===== src/tmr16_consts.vh =====
// constants for the 16-bit byte-access timer: register offsets, fields, reset values, counter landmarks, tick sources
// assumes a 32-bit APB slave, one byte-wide register per aligned word
`ifndef TMR16_CONSTS_VH
`define TMR16_CONSTS_VH

// register byte addresses
`define TMR16_OFF_CTRL_A      12'h000
`define TMR16_OFF_CTRL_B      12'h004
`define TMR16_OFF_COUNT_LOW   12'h008
`define TMR16_OFF_COUNT_HIGH  12'h00C
`define TMR16_OFF_CMP_A_LOW   12'h010
`define TMR16_OFF_CMP_A_HIGH  12'h014
`define TMR16_OFF_CMP_B_LOW   12'h018
`define TMR16_OFF_CMP_B_HIGH  12'h01C
`define TMR16_OFF_CAPT_LOW    12'h020
`define TMR16_OFF_CAPT_HIGH   12'h024
`define TMR16_OFF_FLAGS       12'h028
`define TMR16_OFF_POWER       12'h02C

// field positions
`define TMR16_A_WAVE_LO       1:0
`define TMR16_B_TICK_SEL      2:0
`define TMR16_B_WAVE_HI       4:3
`define TMR16_FLAG_OVF_BIT    0
`define TMR16_POWER_OFF_BIT   0

// reset values
`define TMR16_RST_BYTE        8'h00
`define TMR16_RST_WORD        16'h0000
`define TMR16_RST_MODE        4'h0
`define TMR16_RST_SEL         3'h0

// counter landmarks
`define TMR16_BOTTOM          16'h0000
`define TMR16_MAX             16'hFFFF
`define TMR16_TOP_8BIT        16'h00FF
`define TMR16_TOP_9BIT        16'h01FF
`define TMR16_TOP_10BIT       16'h03FF

// tick source selections
`define TMR16_SEL_NONE        3'h0
`define TMR16_SEL_SYSCLK      3'h1
`define TMR16_SEL_EXT_FALL    3'h6
`define TMR16_SEL_EXT_RISE    3'h7

`endif


===== src/tmr16_tick_sel.v =====
// tick selection: picks system clock, a prescaler tap or an external pin edge
// assumes prescale strobes and the pin are synchronous to pclk
`include "tmr16_consts.vh"
`timescale 1ns/1ps
`default_nettype none
module tmr16_tick_sel (
  input  wire       pclk,               // system clock
  input  wire       presetn,            // async reset, active low
  input  wire       run_enable,         // low while powered off
  input  wire [2:0] tick_source_select, // source code
  input  wire [3:0] prescale_tick,      // prescaler taps, one-cycle strobes
  input  wire       ext_pin,            // external count pin
  output reg        timer_tick          // one-cycle count strobe
);
  reg ext_prev;  // last pin level for edge detection

  // pin history, kept running so a source change sees a clean edge
  always @(posedge pclk or negedge presetn) begin
    if (!presetn) begin
      ext_prev <= 1'b0;
    end else begin
      ext_prev <= ext_pin;
    end
  end

  // registered tick; select zero yields none
  always @(posedge pclk or negedge presetn) begin
    if (!presetn) begin
      timer_tick <= 1'b0;
    end else if (!run_enable) begin
      timer_tick <= 1'b0;
    end else begin
      case (tick_source_select)
        `TMR16_SEL_NONE:     timer_tick <= 1'b0;
        `TMR16_SEL_SYSCLK:   timer_tick <= 1'b1;
        3'h2:                timer_tick <= prescale_tick[0];
        3'h3:                timer_tick <= prescale_tick[1];
        3'h4:                timer_tick <= prescale_tick[2];
        3'h5:                timer_tick <= prescale_tick[3];
        `TMR16_SEL_EXT_FALL: timer_tick <= ext_prev & ~ext_pin;
        `TMR16_SEL_EXT_RISE: timer_tick <= ~ext_prev & ext_pin;
        default:             timer_tick <= 1'b0;
      endcase
    end
  end
endmodule // tmr16_tick_sel
`default_nettype wire


===== src/tmr16_core.v =====
// top of the 16-bit timer: APB register file, byte access path, counter unit
// assumes a 32-bit APB master and an outside prescaler supplying tap strobes
//
// Implementation choices: the address map and the APB register port.
`include "tmr16_consts.vh"
`timescale 1ns/1ps
`default_nettype none
module tmr16_core (
  input  wire        pclk,           // system clock
  input  wire        presetn,        // async reset, active low
  input  wire        psel,           // APB select
  input  wire        penable,        // APB access phase
  input  wire        pwrite,         // APB direction
  input  wire [11:0] paddr,          // APB byte address
  input  wire [31:0] pwdata,         // APB write data
  output reg  [31:0] prdata,         // APB read data
  output reg         pready,         // APB ready
  output reg         pslverr,        // APB error on unmapped address
  input  wire [3:0]  prescale_tick,  // prescaler tap strobes
  input  wire        ext_pin,        // external count pin
  input  wire        capture_event,  // capture strobe from the capture unit
  output reg         overflow_flag,  // sticky overflow, interrupt request
  output reg         top_hit,        // count equals current top
  output reg         bottom_hit,     // count equals zero
  output reg         max_hit         // count equals all ones
);
  // mode codes of the four-bit wave field
  localparam [3:0] M_NORMAL  = 4'h0;
  localparam [3:0] M_PC8     = 4'h1;
  localparam [3:0] M_PC9     = 4'h2;
  localparam [3:0] M_PC10    = 4'h3;
  localparam [3:0] M_CTC_A   = 4'h4;
  localparam [3:0] M_FAST8   = 4'h5;
  localparam [3:0] M_FAST9   = 4'h6;
  localparam [3:0] M_FAST10  = 4'h7;
  localparam [3:0] M_PFC_CAP = 4'h8;
  localparam [3:0] M_PFC_A   = 4'h9;
  localparam [3:0] M_PC_CAP  = 4'hA;
  localparam [3:0] M_PC_A    = 4'hB;
  localparam [3:0] M_CTC_CAP = 4'hC;
  localparam [3:0] M_FST_CAP = 4'hE;
  localparam [3:0] M_FAST_A  = 4'hF;

  // count direction states, one-hot
  localparam [1:0] DIR_UP    = 2'b01;
  localparam [1:0] DIR_DOWN  = 2'b10;

  reg  [7:0]  control_reg_a;      // low wave bits
  reg  [7:0]  control_reg_b;      // tick select and high wave bits
  reg  [7:0]  high_latch;         // the single shared high-byte latch
  reg  [15:0] count_value;        // the counter
  reg  [15:0] compare_value_a;    // compare A, also a top source
  reg  [15:0] compare_value_b;    // compare B
  reg  [15:0] capture_value;      // capture, also a top source
  reg         timer_power_off;    // module disable
  reg  [1:0]  dir_state;          // up or down slope
  reg  [15:0] next_count;         // counter value for this edge
  reg  [1:0]  next_dir;           // direction for this edge
  reg         next_ovf;           // overflow event this edge
  reg  [31:0] rd_word;            // read data before the register
  reg         rd_hit;             // address is mapped
  wire        timer_tick;         // count strobe from the selector
  wire [3:0]  wave_mode_field;    // assembled mode
  wire [2:0]  tick_source_select; // assembled source
  wire [15:0] top_now;            // current sequence top
  wire        xfer;               // completing APB transfer
  wire        wr;                 // completing write
  wire        rd;                 // read sampling edge, one before completion
  wire [7:0]  wbyte;              // written byte

  assign wave_mode_field    = {control_reg_b[`TMR16_B_WAVE_HI], control_reg_a[`TMR16_A_WAVE_LO]};
  assign tick_source_select = control_reg_b[`TMR16_B_TICK_SEL];
  assign xfer  = psel & penable & pready;
  assign wr    = xfer & pwrite;
  assign rd    = psel & penable & ~pready & ~pwrite;
  assign wbyte = pwdata[7:0];

  // top of sequence for a mode
  function [15:0] top_of;
    input [3:0]  mode;
    input [15:0] cmp_a;
    input [15:0] capt;
    begin
      case (mode)
        M_PC8, M_FAST8:                      top_of = `TMR16_TOP_8BIT;
        M_PC9, M_FAST9:                      top_of = `TMR16_TOP_9BIT;
        M_PC10, M_FAST10:                    top_of = `TMR16_TOP_10BIT;
        M_CTC_A, M_PFC_A, M_PC_A, M_FAST_A:  top_of = cmp_a;
        M_PFC_CAP, M_PC_CAP, M_CTC_CAP, M_FST_CAP: top_of = capt;
        default:                             top_of = `TMR16_MAX;
      endcase
    end
  endfunction

  // dual-slope modes count up then down
  function is_dual;
    input [3:0] mode;
    begin
      case (mode)
        M_PC8, M_PC9, M_PC10, M_PFC_CAP, M_PFC_A, M_PC_CAP, M_PC_A: is_dual = 1'b1;
        default: is_dual = 1'b0;
      endcase
    end
  endfunction

  // capture is writable only where it sets the top
  function capt_is_top;
    input [3:0] mode;
    begin
      capt_is_top = (mode == M_PFC_CAP) || (mode == M_PC_CAP) ||
                    (mode == M_CTC_CAP) || (mode == M_FST_CAP);
    end
  endfunction

  assign top_now = top_of(wave_mode_field, compare_value_a, capture_value);

  // tick source and prescaler tap selection
  tmr16_tick_sel u_tick_sel (
    .pclk               (pclk),
    .presetn            (presetn),
    .run_enable         (~timer_power_off),
    .tick_source_select (tick_source_select),
    .prescale_tick      (prescale_tick),
    .ext_pin            (ext_pin),
    .timer_tick         (timer_tick)
  );

  // counting sequence per mode; writes are folded in later
  always @* begin
    next_count = count_value;
    next_dir   = dir_state;
    next_ovf   = 1'b0;
    if (timer_tick) begin
      if (is_dual(wave_mode_field)) begin
        case (dir_state)
          DIR_UP: begin
            if (count_value >= top_now) begin
              next_dir   = DIR_DOWN;
              next_count = count_value - 16'h0001;
            end else begin
              next_count = count_value + 16'h0001;
            end
          end
          DIR_DOWN: begin
            if (count_value == `TMR16_BOTTOM) begin
              next_dir   = DIR_UP;
              next_count = count_value + 16'h0001;
              next_ovf   = 1'b1;
            end else begin
              next_count = count_value - 16'h0001;
            end
          end
          default: begin
            next_dir   = DIR_UP;
            next_count = `TMR16_BOTTOM;
          end
        endcase
      end else begin
        next_dir = DIR_UP;
        if (wave_mode_field == M_NORMAL || wave_mode_field == M_CTC_A ||
            wave_mode_field == M_CTC_CAP) begin
          // normal and clear-on-match flag only the wrap from all ones
          next_ovf   = (count_value == `TMR16_MAX);
          next_count = (count_value == top_now) ? `TMR16_BOTTOM : count_value + 16'h0001;
        end else begin
          // fast modes flag at top
          next_ovf   = (count_value == top_now);
          next_count = (count_value >= top_now) ? `TMR16_BOTTOM : count_value + 16'h0001;
        end
      end
    end
  end

  // counter and direction; a software write wins over counting
  always @(posedge pclk or negedge presetn) begin
    if (!presetn) begin
      count_value <= `TMR16_RST_WORD;
      dir_state   <= DIR_UP;
    end else if (wr && !timer_power_off && paddr == `TMR16_OFF_COUNT_LOW) begin
      // writing mid-count in dual modes can skew the slope; software avoids it
      count_value <= {high_latch, wbyte};
    end else begin
      count_value <= next_count;
      dir_state   <= next_dir;
    end
  end

  // overflow flag: event beats the write-one clear in the same cycle
  always @(posedge pclk or negedge presetn) begin
    if (!presetn) begin
      overflow_flag <= 1'b0;
    end else if (next_ovf && !(wr && paddr == `TMR16_OFF_COUNT_LOW)) begin
      overflow_flag <= 1'b1;
    end else if (wr && paddr == `TMR16_OFF_FLAGS && pwdata[`TMR16_FLAG_OVF_BIT]) begin
      overflow_flag <= 1'b0;
    end
  end

  // landmark indications, registered from the counter
  always @(posedge pclk or negedge presetn) begin
    if (!presetn) begin
      top_hit    <= 1'b0;
      bottom_hit <= 1'b0;
      max_hit    <= 1'b0;
    end else begin
      top_hit    <= (count_value == top_now);
      bottom_hit <= (count_value == `TMR16_BOTTOM);
      max_hit    <= (count_value == `TMR16_MAX);
    end
  end

  // byte-wide control and 16-bit data registers, the 16-bit ones through one latch
  always @(posedge pclk or negedge presetn) begin
    if (!presetn) begin
      control_reg_a   <= `TMR16_RST_BYTE;
      control_reg_b   <= `TMR16_RST_BYTE;
      high_latch      <= `TMR16_RST_BYTE;
      compare_value_a <= `TMR16_RST_WORD;
      compare_value_b <= `TMR16_RST_WORD;
      capture_value   <= `TMR16_RST_WORD;
      timer_power_off <= 1'b0;
    end else begin
      // capture unit strobe copies the counter unless capture defines top or the timer is powered off
      if (capture_event && !capt_is_top(wave_mode_field) && !timer_power_off) begin
        capture_value <= count_value;
      end
      if (wr && paddr == `TMR16_OFF_POWER) begin
        timer_power_off <= pwdata[`TMR16_POWER_OFF_BIT];
      end else if (wr && !timer_power_off) begin
        case (paddr)
          `TMR16_OFF_CTRL_A:     control_reg_a <= wbyte;
          `TMR16_OFF_CTRL_B:     control_reg_b <= {3'h0, wbyte[4:0]};
          // every high location feeds the one latch
          `TMR16_OFF_COUNT_HIGH,
          `TMR16_OFF_CMP_A_HIGH,
          `TMR16_OFF_CMP_B_HIGH,
          `TMR16_OFF_CAPT_HIGH:  high_latch <= wbyte;
          `TMR16_OFF_CMP_A_LOW:  compare_value_a <= {high_latch, wbyte};
          `TMR16_OFF_CMP_B_LOW:  compare_value_b <= {high_latch, wbyte};
          `TMR16_OFF_CAPT_LOW: begin
            if (capt_is_top(wave_mode_field)) begin
              capture_value <= {high_latch, wbyte};
            end
          end
          default: begin
          end
        endcase
      end else if (rd && !timer_power_off) begin
        // count and capture low reads snapshot the high half on the edge the low byte is sampled
        case (paddr)
          `TMR16_OFF_COUNT_LOW: high_latch <= count_value[15:8];
          `TMR16_OFF_CAPT_LOW:  high_latch <= capture_value[15:8];
          default: begin
          end
        endcase
      end
    end
  end

  // read mux; compare reads never touch the latch
  always @* begin
    rd_word = 32'h00000000;
    rd_hit  = 1'b1;
    case (paddr)
      `TMR16_OFF_CTRL_A:     rd_word = {24'h000000, control_reg_a};
      `TMR16_OFF_CTRL_B:     rd_word = {24'h000000, control_reg_b};
      `TMR16_OFF_COUNT_LOW:  rd_word = {24'h000000, count_value[7:0]};
      `TMR16_OFF_COUNT_HIGH: rd_word = {24'h000000, high_latch};
      `TMR16_OFF_CMP_A_LOW:  rd_word = {24'h000000, compare_value_a[7:0]};
      `TMR16_OFF_CMP_A_HIGH: rd_word = {24'h000000, compare_value_a[15:8]};
      `TMR16_OFF_CMP_B_LOW:  rd_word = {24'h000000, compare_value_b[7:0]};
      `TMR16_OFF_CMP_B_HIGH: rd_word = {24'h000000, compare_value_b[15:8]};
      `TMR16_OFF_CAPT_LOW:   rd_word = {24'h000000, capture_value[7:0]};
      `TMR16_OFF_CAPT_HIGH:  rd_word = {24'h000000, high_latch};
      `TMR16_OFF_FLAGS:      rd_word = {31'h00000000, overflow_flag};
      `TMR16_OFF_POWER:      rd_word = {31'h00000000, timer_power_off};
      default:               rd_hit  = 1'b0;
    endcase
  end

  // APB handshake: one wait state, data and error registered with ready
  always @(posedge pclk or negedge presetn) begin
    if (!presetn) begin
      pready  <= 1'b0;
      pslverr <= 1'b0;
      prdata  <= 32'h00000000;
    end else begin
      pready  <= psel & penable & ~pready;
      pslverr <= psel & penable & ~pready & ~rd_hit;
      if (rd) begin
        // low byte and latch copy share this edge, so no carry can split them
        prdata <= rd_word;
      end
    end
  end
endmodule // tmr16_core
`default_nettype wire


===== config.mk =====
export PLATFORM = sky130hd
export DESIGN_NAME = tmr16_core
export DESIGN_NICKNAME = d
export VERILOG_FILES = /design/src/tmr16_tick_sel.v /design/src/tmr16_core.v
export VERILOG_INCLUDE_DIRS = /design/src
export SDC_FILE = /design/constraint.sdc
export NUM_CORES = 1
export LEC_CHECK = 0
export BUFFER_PORTS_ARGS = -buffer_cell sky130_fd_sc_hd__buf_4
export CORE_ASPECT_RATIO = 1.2
export CORE_UTILIZATION = 35
export CTS_CLUSTER_DIAMETER = 120
export DETAILED_ROUTE_END_ITERATION = 16
export SLEW_MARGIN = 20
export SYNTH_ARGS = -nofsm -noshare
export SYNTH_HDL_FRONTEND = slang
export SYNTH_SLANG_ARGS = --single-unit

===== constraint.sdc =====
create_clock -name pclk -period 6.2 [get_ports pclk]
set_clock_uncertainty 0.05 [all_clocks]
set_input_delay 0.31 -clock pclk [delete_from_list [all_inputs] [get_ports pclk]]
set_output_delay 0.31 -clock pclk [all_outputs]
set_load 0.05 [all_outputs]

Yosys cells after proc, flatten, opt, wreduce, memory -nomap -nowiden
Cells that the tools add are included.
{ "totals": {"regBits": 128, "in_bits": 55, "output_inout_bits": 38, "word_cells": 152} }
{ "classes": {"n_addsub": 2, "magnitude_cmp": 1, "eq_ne": 39, "muxes": 36, "bitwise": 15, "n_reduce_logical": 41} }
{ "op_table": {"columns": ["cell", "count"], "rows": [
  ["$mux W16", 13],
  ["$pmux W8 S11", 1],
  ["$pmux W16 S5", 1],
  ["$eq A12 B5 Y1 const B", 4],
  ["$eq A12 B6 Y1 const B", 4],
  ["$pmux W16 S2", 1],
  ["$eq A4 B4 Y1 const B", 7],
  ["$eq A12 B4 Y1 const B", 2],
  ["$mux W8", 3],
  ["$add A16 B1 Y16 const B", 1],
  ["$eq A16 B16 Y1", 1],
  ["$eq A16 B16 Y1 const B", 1],
  ["$eq A4 B3 Y1 const B", 4],
  ["$ge A16 B16 Y1", 1],
  ["$logic_not A16 Y1", 1],
  ["$pmux W8 S2", 1],
  ["$sub A16 B1 Y16 const B", 1],
  ["$eq A12 B3 Y1 const B", 1],
  ["$eq A3 B3 Y1 const B", 4],
  ["$logic_not A12 Y1", 1],
  ["$reduce_and A3 Y1", 4],
  ["$reduce_or A12 Y1", 1],
  ["$reduce_or A4 Y1", 3],
  ["$mux W1", 11],
  ["other kinds (23)", 62]
]} }

Depth between registers and ports, before layout
Gate-level depths: netlist of run 1.
{ "depth": {"ltp_word": 12, "depth_mapped": 17, "mapped_depth_nobuf": 14} }

Cells and area by module
Synthesis of run 1 repeated with hierarchy kept, for this count alone.
{ "unflattened": {"cells_unflattened": 769, "area_unflattened_um2": 6887.9} }
{ "by_module_without_submodules": {"columns": ["module", "n_inst", "cells_each", "area_each_um2", "seq_area_each_um2"], "rows": [
  ["tmr16_core", 1, 757, 6769.0, 2553.7],
  ["tmr16_tick_sel", 1, 12, 118.9, 50.0]
]} }

Least setup slack after synthesis of run 1
No wires, ideal clock.
{ "synth_timing": {"path_type": "register to register", "startpoint": "register control_reg_b[3]", "endpoint": "register count_value[15]", "setup_ns": 0.131, "arrival_ns": 3.776, "required_time_ns": 6.019, "path_slack_ns": 2.243, "stages_incl_launch_ff": 16, "path_buffers": 2, "path_cell_list": "dfrtp_1 clkbuf_8 bufinv_8 nor2_1 mux2i_1 a211oi_1 ha_1 a41o_1 a21oi_1 nor3_1 nor4_2 a21o_1 clkbuf_1 a211oi_1 o21a_1 or3b_1"} }
{ "synth_between": {"elab_chain_len": 9, "word_cells_on_any_way": 36} }
{ "synth_rtl": {"columns": ["element", "line_no", "rtl"], "rows": [
  ["from (decl)", "tmr16_core.v:49", "reg [7:0] control_reg_b;"],
  ["from (signal assigned)", "tmr16_core.v:216", "control_reg_b <= `TMR16_RST_BYTE;"],
  ["from (signal assigned)", "tmr16_core.v:232", "`TMR16_OFF_CTRL_B: control_reg_b <= {3'h0, wbyte[4:0]};"],
  ["$eq A4 B4 Y1, or another cell as far along", "tmr16_core.v:84, tmr16_core.v:99", null],
  ["$reduce_or A4 Y1 or $reduce_or A2 Y1 (tied branches)", "tmr16_core.v:84", "case (mode)"],
  ["$pmux W16 S5", "tmr16_core.v:84", null],
  ["$ge A16 B16 Y1 or $eq A16 B16 Y1 (tied branches)", "tmr16_core.v:137, tmr16_core.v:168, tmr16_core.v:164", null],
  ["$mux W16, on equally long branches", "tmr16_core.v:137, tmr16_core.v:164, tmr16_core.v:168", null],
  ["$pmux W16 S2 or $mux W16 (tied branches)", "tmr16_core.v:135, tmr16_core.v:160", null],
  ["$mux W16 *", "tmr16_core.v:134", "if (is_dual(wave_mode_field)) begin"],
  ["$mux W16 *", "tmr16_core.v:133", "if (timer_tick) begin"],
  ["$mux W16 *", "tmr16_core.v:179", "end else if (wr && !timer_power_off && paddr == `TMR16_OFF_COUNT_LOW) begin"],
  ["to (signal assigned)", "tmr16_core.v:177", "count_value <= `TMR16_RST_WORD;"],
  ["to (signal assigned)", "tmr16_core.v:181", "count_value <= {high_latch, wbyte};"],
  ["to (signal assigned)", "tmr16_core.v:183", "count_value <= next_count;"],
  ["to (decl)", "tmr16_core.v:51", "reg [15:0] count_value;"]
]} }
Mark *: on every way between the ends. The rest lies on a longest branch, timed or not. The select of a mux whose other input is x is not followed.
A chain may end at the register's enable or synchronous reset.

Worst setup path in the final report of run 1
{ "layout_timing": {"startpoint": "register control_reg_b[3]", "endpoint": "register count_value[7]"} }
The elaborated chain is that of the path after synthesis.

==> results of run 1 <==
## worst min path at each step
stage	from	to	slack [ns]	depth (start not counted)
3_5_place_dp	presetn	bottom_hit$_DFF_PN0_	0.34	1
6_report	ext_pin	u_tick_sel.ext_prev$_DFF_PN0_	0.03	1
3_3_place_gp	presetn	bottom_hit$_DFF_PN0_	0.36	1
4_1_cts	ext_pin	u_tick_sel.ext_prev$_DFF_PN0_	0.02	1
5_1_grt	ext_pin	u_tick_sel.ext_prev$_DFF_PN0_	0.02	1
2_1_floorplan	presetn	bottom_hit$_DFF_PN0_	-0.04	0
## repair_timing
| action | CTS | global route |
|---|---|---|
| endpoints found under the hold margin | 51 | 0 |
| hold buffers | 1 | 0 |
| setup buffers | 0 | 0 |
## layout by cell type (no fill, tap or decap), types with 10 or more instances in the layout
master / instances
nand2_1: 47
buf_4: 53
o21ai_0: 47
mux2i_1: 32
nor3_1: 19
nor2b_1: 10
ha_1: 21
dfrtp_1: 103
a21o_1: 12
a21oi_1: 56
conb_1: 24
inv_1: 14
nor2_1: 81
a211oi_1: 19
a221oi_1: 14
mux2_2: 45
nand3_1: 15
a31oi_1: 17
## where the power goes
group | internal (mW) | switching (mW) | total, mW
clock network | 0.398 | 0.274 | 0.672
registers | 0.695 | 0.0176 | 0.712
logic | 0.0489 | 0.129 | 0.178
## critical path, stage by stage, from the launching register on
cell and delay, ns:
dfrtp_1 0.62, bufinv_8 0.29, nor2_1 0.46, mux2i_1 0.62, a211oi_1 0.12, ha_1 0.31
nor2b_1 0.13, o211ai_1 0.21, a2111oi_0 0.17, nor4_2 0.19, buf_4 0.22, a21o_1 0.33
nand2_1 0.37, a221oi_1 0.38, a21oi_1 0.11
## cell families (layout without fill, tap and decap cells)
logic type,after synthesis,count (layout),share of synthesized area [%]
DFF,104,104,36.9
adders and majority gates,21,21,3.72
buffers and inverters,89,86,8.27
muxes,77,77,11.7
and+or+nand+nor,253,253,18.7
other,1,24,0.0531
xor gates and xnor gates,10,10,1.24
AOI/OAI and AO/OA,213,213,19.4
## metal layers
metal | GRT usage (%) | vias up | wire [µm]
met1 | 25.6 | 2867 | 8730
li1 | - | 2804 | -
met2 | 33.1 | 184 | 9600
met5 | 0 | - | 0
met3 | 2.75 | 27 | 1010
met4 | 8.08 | 0 | 478
## sequential cells by signal, summed over array words and instances (netlist names), 5 cells and up
signal / count
capture_value: 16
compare_value_a: 16
compare_value_b: 16
count_value: 16
control_reg_a: 8
high_latch: 8
prdata: 8
control_reg_b: 5
## metrics by stage
stage	cells	util, %	hold WS [ns]
final	1049	39.3	0.0300
after global routing	1049	39.3	0.0223
after CTS	1049	39.3	0.0192
after detailed placement	1032	37.5	0.343
after global placement	1032	37.5	0.356
after floorplan	791	-	-0.0356
## final cells by class
| type | instances | share of cell area [%] |
|---|---|---|
| multi-input cells | 598 | 51.4 |
| flip-flops and latches | 104 | 33.6 |
| repair buffers | 54 | 5.27 |
| well taps | 261 | 4.22 |
| clock buffers | 10 | 2.96 |
| clock inverters | 6 | 1.50 |
| inverters | 16 | 1.02 |
==> results.yml, run 1 <==
run_status:
  status: "complete, no violations"
yosys:
  ys_seq_elements: 104
  synth_seq_area_share_pct: 36.9
  synth_common_cells: "dfrtp_1 (103), nor2_1 (81), a21oi_1 (56)"
  netlist_instances: 768
  synth_area_leader_cell: "dfrtp_1"
  synthMostInstantiatedCell: "dfrtp_1"
  netlist.area_leader.share_pct: 36.5
  synth_cell_types: 75
  synth-edff-count: 0
  synth.area.top_cells: "dfrtp_1 (36%), mux2_2 (7.2%), mux2i_1 (4.5%), nor2_1 (4.3%), a21oi_1 (4.0%)"
  synth_area_per_cell_um2: 9.20
  yosys_most_used_dff: "dfrtp_1"
  async_flop_share_pct: 100
  synth_area_um2: 7070
  yosys_warnings: 0
global_routing:
  grt_util_all_layers_pct: 19.7
  grt_pass1_vias: 5547
  grt-ovfl-total: 0
  grt_pass1_wl_mm: 31.5
  grt_start_max_net_pins: 54
  antenna_found_initial: 0
final_layout:
  stdcell_area_um2: 7740
  multi_input_area_um2: 3980
  drive_above_1_share_pct: 18.5
  seq_area_um2: 2600
  area_delta_synth_final_pct: 9.60
  nets: 859
  diodes: 0
  fillers: 1973
critical_path:
  r2r-start: "control_reg_b[3]$_DFFE_PN0P_"
  critPathLaunchType: "flop"
  rr_worst_depth: 14
  r2r_setup_slack_ns: 1.47
  worstPathMaxFanout: 11
  required_ns: 6.36
  worst_ep_arrival_time_ns: 4.89
  worstSetupEndpointType: "flop"
  path_class: "flop to flop"
  cp-startpoint: "control_reg_b[3]$_DFFE_PN0P_"
  crit_path_end: "count_value[7]$_DFFE_PN0P_"
  reg2reg_to: "count_value[7]$_DFFE_PN0P_"
timing:
  setup_viol: 0
  max_freq_mhz: 211
  worstMarginPinSlew_ns: 1.09
  relSlewSlack_pct: 26.4
  rsz0062_at_grt: "false"
  finalHoldViolCount: 0
  timing.final.ws_setup_ns: 1.47
  finalCritPeriodShare_pct: 76.3
  slew_violations: 0
  min_period_ns: 4.73
  tns_ns: 0
placed_design:
  dpl_cell_area_um2: 7380
  hpwl_mm: 14.3
  gp_congestion: 0.852
  port_buffers: 44
  pre_cts_ws_ns: 1.40
min_path:
  hp-class: "input port to flop"
cts:
  cts_sinks: 104
  cts_made_buffers: 9
  cts_tree: "yes"
  insertion_delay_ns: 0.36
  clk_pin_slew_worst_paths_ns: 0.07
  post_cts_resized: 0
  clk_path_buf_depth: 2
  htree_levels: 3
  cts_root_buf: "clkbuf_16"
die:
  die_area_um2: 20800
  die_y_um: 158
  die_width_um: 132
  core_area_um2: 19700
  initial_core_util_pct: 35.9
  placementRows: 56
  io_pins: 93
power:
  p_leak_nw: 3.49
  vdd_drop_max_v: 0.000151
  power_density_nw_per_um2: 202
  total_power_mw: 1.56
routing:
  drtIter0Drc: 461
  vias_per_cell: 5.61
  wl_mm: 19.8
  ant_nets: 0
  drc: 0
  dr.pass1.iters: 5
  drt-wirelength-per-cell_um: 18.9
  vias: 5882
job:
  cap_violations: 0
Power figures use the tool's default switching activity.
==> run 2, diff against run 1 <==
clock period = 3.8 ns   (was 6.2 ns; I/O delays follow)
==> run 2 against run 1 <==
Sequential power rose by 63%. Worst setup slack got worse by 1.3 ns. Via count rose by 2.3%. Largest cell class unchanged.
==> results.yml, run 2 (synthesis results as in run 1) <==
power:
  vdd_drop_max_v: 0.000179
  power_density_nw_per_um2: 299
  total_power_mw: 2.38
  p_leak_nw: 3.63
min_path:
  hold_depth: 3
  holdCritStartpoint: "pwdata[3]"
  hold_path_end: "control_reg_b[3]$_DFFE_PN0P_"
  hp-class: "input port to flop"
global_routing:
  grt_busiest_layer: "met2"
  grt_util_all_layers_pct: 20.6
  grt_use_met2_pct: 35.3
  grt-ovfl-total: 0
  grt_start_max_net_pins: 72
  grt_use_met3_pct: 3.49
  grt_pass1_vias: 5796
  antenna_found_initial: 0
  grtUsageMet1_pct: 26.3
  grt_pass1_wl_mm: 32.8
placed_design:
  port_buffers: 44
  gp_congestion: 0.843
  pre_cts_ws_ns: 0.164
  hpwl_mm: 14.9
  dp.cells: 1060
final_layout:
  layoutNonFillerInstCount: 1080
  seq_area_um2: 2600
  fillers: 1992
  drive_above_1_share_pct: 21.5
  layout_commonest_cell: "dfrtp_1"
  area_delta_synth_final_pct: 12.7
  nets: 890
  mostFrequentLayoutCells: "dfrtp_1 (103), nor2_1 (81), buf_4 (81)"
  diodes: 0
  multi_input_area_um2: 4000
timing:
  max_freq_mhz: 276
  worstMarginPinSlew_ns: 0.728
  finalHoldViolCount: 0
  relSlewSlack_pct: 51.3
  rsz0062_at_grt: "false"
  slew_violations: 0
  finalCritPeriodShare_pct: 95.2
  setup_viol: 0
  min_period_ns: 3.62
  timing.final.ws_setup_ns: 0.182
critical_path:
  reg2reg_to: "count_value[15]$_DFFE_PN0P_"
  worst_ep_arrival_time_ns: 3.80
  worstSetupEndpointType: "flop"
  critPathBufInv: 3
  slowest_stage: "dfrtp_1"
  cp_slowest_stage_delay_ns: 0.49
  required_ns: 3.99
  r2r-start: "control_reg_a[0]$_DFFE_PN0P_"
  cp.depth: 13
  rr_worst_depth: 13
  crit_chain: "inv_1 > nand2_1 > buf_4 > a211oi_1 > ha_1 > a21oi_1 > a2111oi_2 > buf_4 > nor4_4 > a21o_1 > a211oi_1 > o21a_1 > or3b_1"
  path_class: "flop to flop"
  r2r_setup_slack_ns: 0.18
  worstPathMaxFanout: 8
  cpLargestDelayFamily: "compound AO/OA/AOI/OAI gates"
  critPathLaunchType: "flop"
routing:
  drt-wirelength-per-cell_um: 19.2
  dr.pass1.iters: 5
  vias: 6019
  wl_mm: 20.7
  drtIter0Drc: 461
  ant_nets: 0
  drc: 0
  vias_per_cell: 5.57
cts:
  insertion_delay_ns: 0.35
  cts_root_buf: "clkbuf_16"
  cts_tree: "yes"
  clk_pin_slew_worst_paths_ns: 0.07
  clk_path_buf_depth: 2
  cts_made_buffers: 9
  cts_sinks: 104
  htree_levels: 3
die:
  placementRows: 56
  die_y_um: 158
  io_pins: 93
  die_area_um2: 20800
  die_width_um: 132
  core_area_um2: 19700
  initial_core_util_pct: 35.9
job:
  cap_violations: 0
run_status:
  status: "complete, no violations"
## run 2: cell count changes in the layout (fill, tap and decap cells not counted), sizes merged
| cell | delta |
|---|---|
| inv | +2 |
| clkinvlp | +1 |
| clkinv | -1 |
| clkbuf | +1 |
| bufinv | -3 |
| buf | +30 |
| dlygate4sd3 | +1 |
## run 2: timing repair
| action | in CTS | in global routing |
|---|---|---|
| setup buffers | 0 | 1 |
| hold endpoints to repair | 28 | 0 |
| hold buffers | 2 | 0 |
| gates resized for setup | 0 | 3 |
| endpoints found under the setup margin | 0 | 3 |
## run 2: layer usage
layer / share of wire [%] / vias up
li1: - / 2860
met1: 45 / 2972
met2: 49 / 161
met3: 4.4 / 26
met4: 2.1 / 0
met5: 0 / -
## run 2: final cells by class
type / instances / area share, %
clock buffer: 11 / 3.05
clock inverter: 5 / 0.487
inverter: 16 / 0.990
multi-input combinational: 598 / 50.2
sequential: 104 / 32.7
tap: 261 / 4.10
timing repair buffer: 85 / 8.49
## run 2: power breakdown
| part | internal (mW) | switching [mW] |
|---|---|---|
| logic | 0.0867 | 0.212 |
| clock network | 0.470 | 0.448 |
| registers | 1.13 | 0.0302 |
| total | 1.69 | 0.690 |
## run 2: worst min-delay path, delay by kind of cell
family	cells	cell delay [ns]
AOI/OAI and AO/OA	1	0.07
buffers and inverters	1	0.14
and+or+nand+nor	1	0.05
## run 2: worst max path at each step
stage | from | endpoint | slack, ns
finish | control_reg_a[0]$_DFFE_PN0P_ | count_value[15]$_DFFE_PN0P_ | 0.18
global route | control_reg_a[0]$_DFFE_PN0P_ | count_value[15]$_DFFE_PN0P_ | 0.01
CTS | control_reg_a[1]$_DFFE_PN0P_ | count_value[6]$_DFFE_PN0P_ | 0.10
detailed placement | control_reg_a[1]$_DFFE_PN0P_ | count_value[15]$_DFFE_PN0P_ | 0.16
global placement | control_reg_a[1]$_DFFE_PN0P_ | count_value[15]$_DFFE_PN0P_ | 0.19
floorplan | control_reg_b[3]$_DFFE_PN0P_ | count_value[15]$_DFFE_PN0P_ | -0.003
## run 2: through the flow
stage	setup TNS, ns	area (µm²)	hold WS [ns]	utilization, %
6_report	0	7960	0.0831	40.4
3_5_place_dp	0	7610	0.273	38.7
5_1_grt	0	7960	0.0859	40.4
4_1_cts	0	7920	0.0748	40.2
2_1_floorplan	-0.00275	7160	-0.156	-
3_3_place_gp	0	7610	0.270	38.7
==> run 3, diff against run 2 <==
CORE_UTILIZATION = 45   (was 35)
PLACE_DENSITY = 0.67   (was not set)
==> run 3 against run 2 <==
Count of clock-buffer cells in the layout down 2. Combinational power up 1%. Power up 1.9%. Worst hold slack worse by 0.0020 ns. Non-clock buffer count up 3. Worst setup slack worse by 0.020 ns. Wire length down 2.4%. Critical path type unchanged.
==> results.yml, run 3 (synthesis results as in run 1) <==
die:
  die_area_um2: 16200
  initial_core_util_pct: 46.7
  placementRows: 49
  io_pins: 93
  die_y_um: 139
  die_width_um: 116
  core_area_um2: 15100
routing:
  dr.pass1.iters: 6
  ant_nets: 0
  drt-wirelength-per-cell_um: 19.7
  wl_mm: 20.2
  drtIter0Drc: 516
  vias_per_cell: 6.03
  drc: 0
  vias: 6179
critical_path:
  worstSetupEndpointType: "flop"
  cpLargestDelayFamily: "compound AO/OA/AOI/OAI gates"
  cpMostUsedCell: "buf_4"
  critPathLaunchType: "flop"
  path_class: "flop to flop"
  slowest_stage: "nor4_4"
  worst_ep_arrival_time_ns: 3.89
  worstPathMaxFanout: 10
  critPathBufInv: 4
  cp_slowest_stage_delay_ns: 0.43
  crit_chain: "bufinv_8 > nor2_1 > mux2i_1 > buf_4 > a211oi_1 > ha_1 > nor2b_1 > o211ai_1 > a2111oi_1 > buf_4 > nor4_4 > buf_4 > o21a_2 > a311oi_2 > a221oi_2 > o21a_1"
  required_ns: 4.06
timing:
  slew_violations: 0
  finalHoldViolCount: 0
  relSlewSlack_pct: 40.4
  setup_viol: 0
  finalCritPeriodShare_pct: 95.8
  worstMarginPinSlew_ns: 0.895
  whs_ns: 0.0811
  timing.final.ws_setup_ns: 0.161
  min_period_ns: 3.64
  max_freq_mhz: 275
final_layout:
  stdcell_area_um2: 7910
  layout_commonest_cell: "dfrtp_1"
  nets: 893
  mostFrequentLayoutCells: "dfrtp_1 (102), buf_4 (86), nor2_1 (81)"
  layoutNonFillerInstCount: 1025
  area_delta_synth_final_pct: 11.9
  drive_above_1_share_pct: 22.0
  diodes: 0
global_routing:
  grt_util_all_layers_pct: 25.9
  grt_pass1_wl_mm: 31.8
  grt_busiest_layer: "met2"
  grt_use_met2_pct: 43.4
  grt_use_met3_pct: 2.22
  antenna_found_initial: 0
  grt_start_max_net_pins: 55
  grt_pass1_vias: 6082
  grtUsageMet1_pct: 33.2
  grt-ovfl-total: 0
cts:
  insertion_delay_ns: 0.36
  cts_root_buf: "clkbuf_16"
  cts_sinks: 104
  cts_tree: "yes"
  cts_made_buffers: 9
  clk_path_buf_depth: 2
  htree_levels: 3
  clk_pin_slew_worst_paths_ns: 0.08
power:
  power_density_nw_per_um2: 307
  total_power_mw: 2.43
  vdd_drop_max_v: 0.000290
  p_leak_nw: 3.64
min_path:
  hp-class: "input port to flop"
placed_design:
  dp.cells: 1003
  port_buffers: 44
  gp_congestion: 0.938
  hpwl_mm: 14.8
  pre_cts_ws_ns: 0.0912
  dpl_cell_area_um2: 7530
job:
  cap_violations: 0
run_status:
  status: "complete, no violations"
-- run 3: timing repair --
item / CTS / global route
hold buffers: 2 / 0
hold endpoints to repair: 53 / 0
setup endpoints to repair: 0 / 15
resized for setup: 0 / 6
setup buffers: 0 / 5
-- run 3: layout make-up --
cell class | instances | area, µm²
flip-flops and latches | 104 | 2610
clock buffers | 9 | 225
fillers | 1411 | 7240
multi-input cells | 598 | 4000
inverters | 16 | 78.8
clock inverters | 6 | 75.1
well taps | 204 | 255
repair buffers | 88 | 666
-- run 3: power breakdown --
group	internal, mW	total (mW)	switching (mW)
Clock	0.518	0.964	0.445
Combinational	0.0871	0.302	0.215
Sequential	1.13	1.16	0.0272
Total	1.74	2.43	0.687
-- run 3: metrics by stage --
stage,TNS (ns),util (%)
final,0,52.2
after global routing,-0.0133,52.2
after global placement,0,49.7
after floorplan,-0.00275,-
after detailed placement,0,49.7
after CTS,0,51.8
-- run 3: final timing paths --
check                      slack (ns)                           end  cells past startpoint                          from
setup / recovery                 0.16    count_value[6]$_DFFE_PN0P_                     16  control_reg_b[3]$_DFFE_PN0P_
hold / removal                   0.08  control_reg_b[3]$_DFFE_PN0P_                      3                     pwdata[3]
setup reg to reg                 0.16    count_value[6]$_DFFE_PN0P_                     16  control_reg_b[3]$_DFFE_PN0P_
hold reg to reg                  0.45         prdata[5]$_DFFE_PN0P_                      1         prdata[5]$_DFFE_PN0P_
max in group asynchronous        2.42  control_reg_a[1]$_DFFE_PN0P_                      3                       presetn
min in group asynchronous        0.37     high_latch[3]$_DFFE_PN0P_                      2                       presetn
-- run 3: routing by layer --
metal | wire length, µm | vias to the layer above
li1 | - | 2868
met1 | 8220 | 3040
met2 | 10100 | 226
met3 | 1190 | 45
met4 | 635 | 0
met5 | 0 | -
-- run 3: worst reg2reg max path: cells and delay by family (launching register included) --
kind | cells | cell delay, ns
mux | 1 | 0.10
flops | 1 | 0.36
simple gates | 3 | 0.71
fa+ha+maj | 1 | 0.27
buf+inv | 4 | 0.74
compound gates | 7 | 1.37
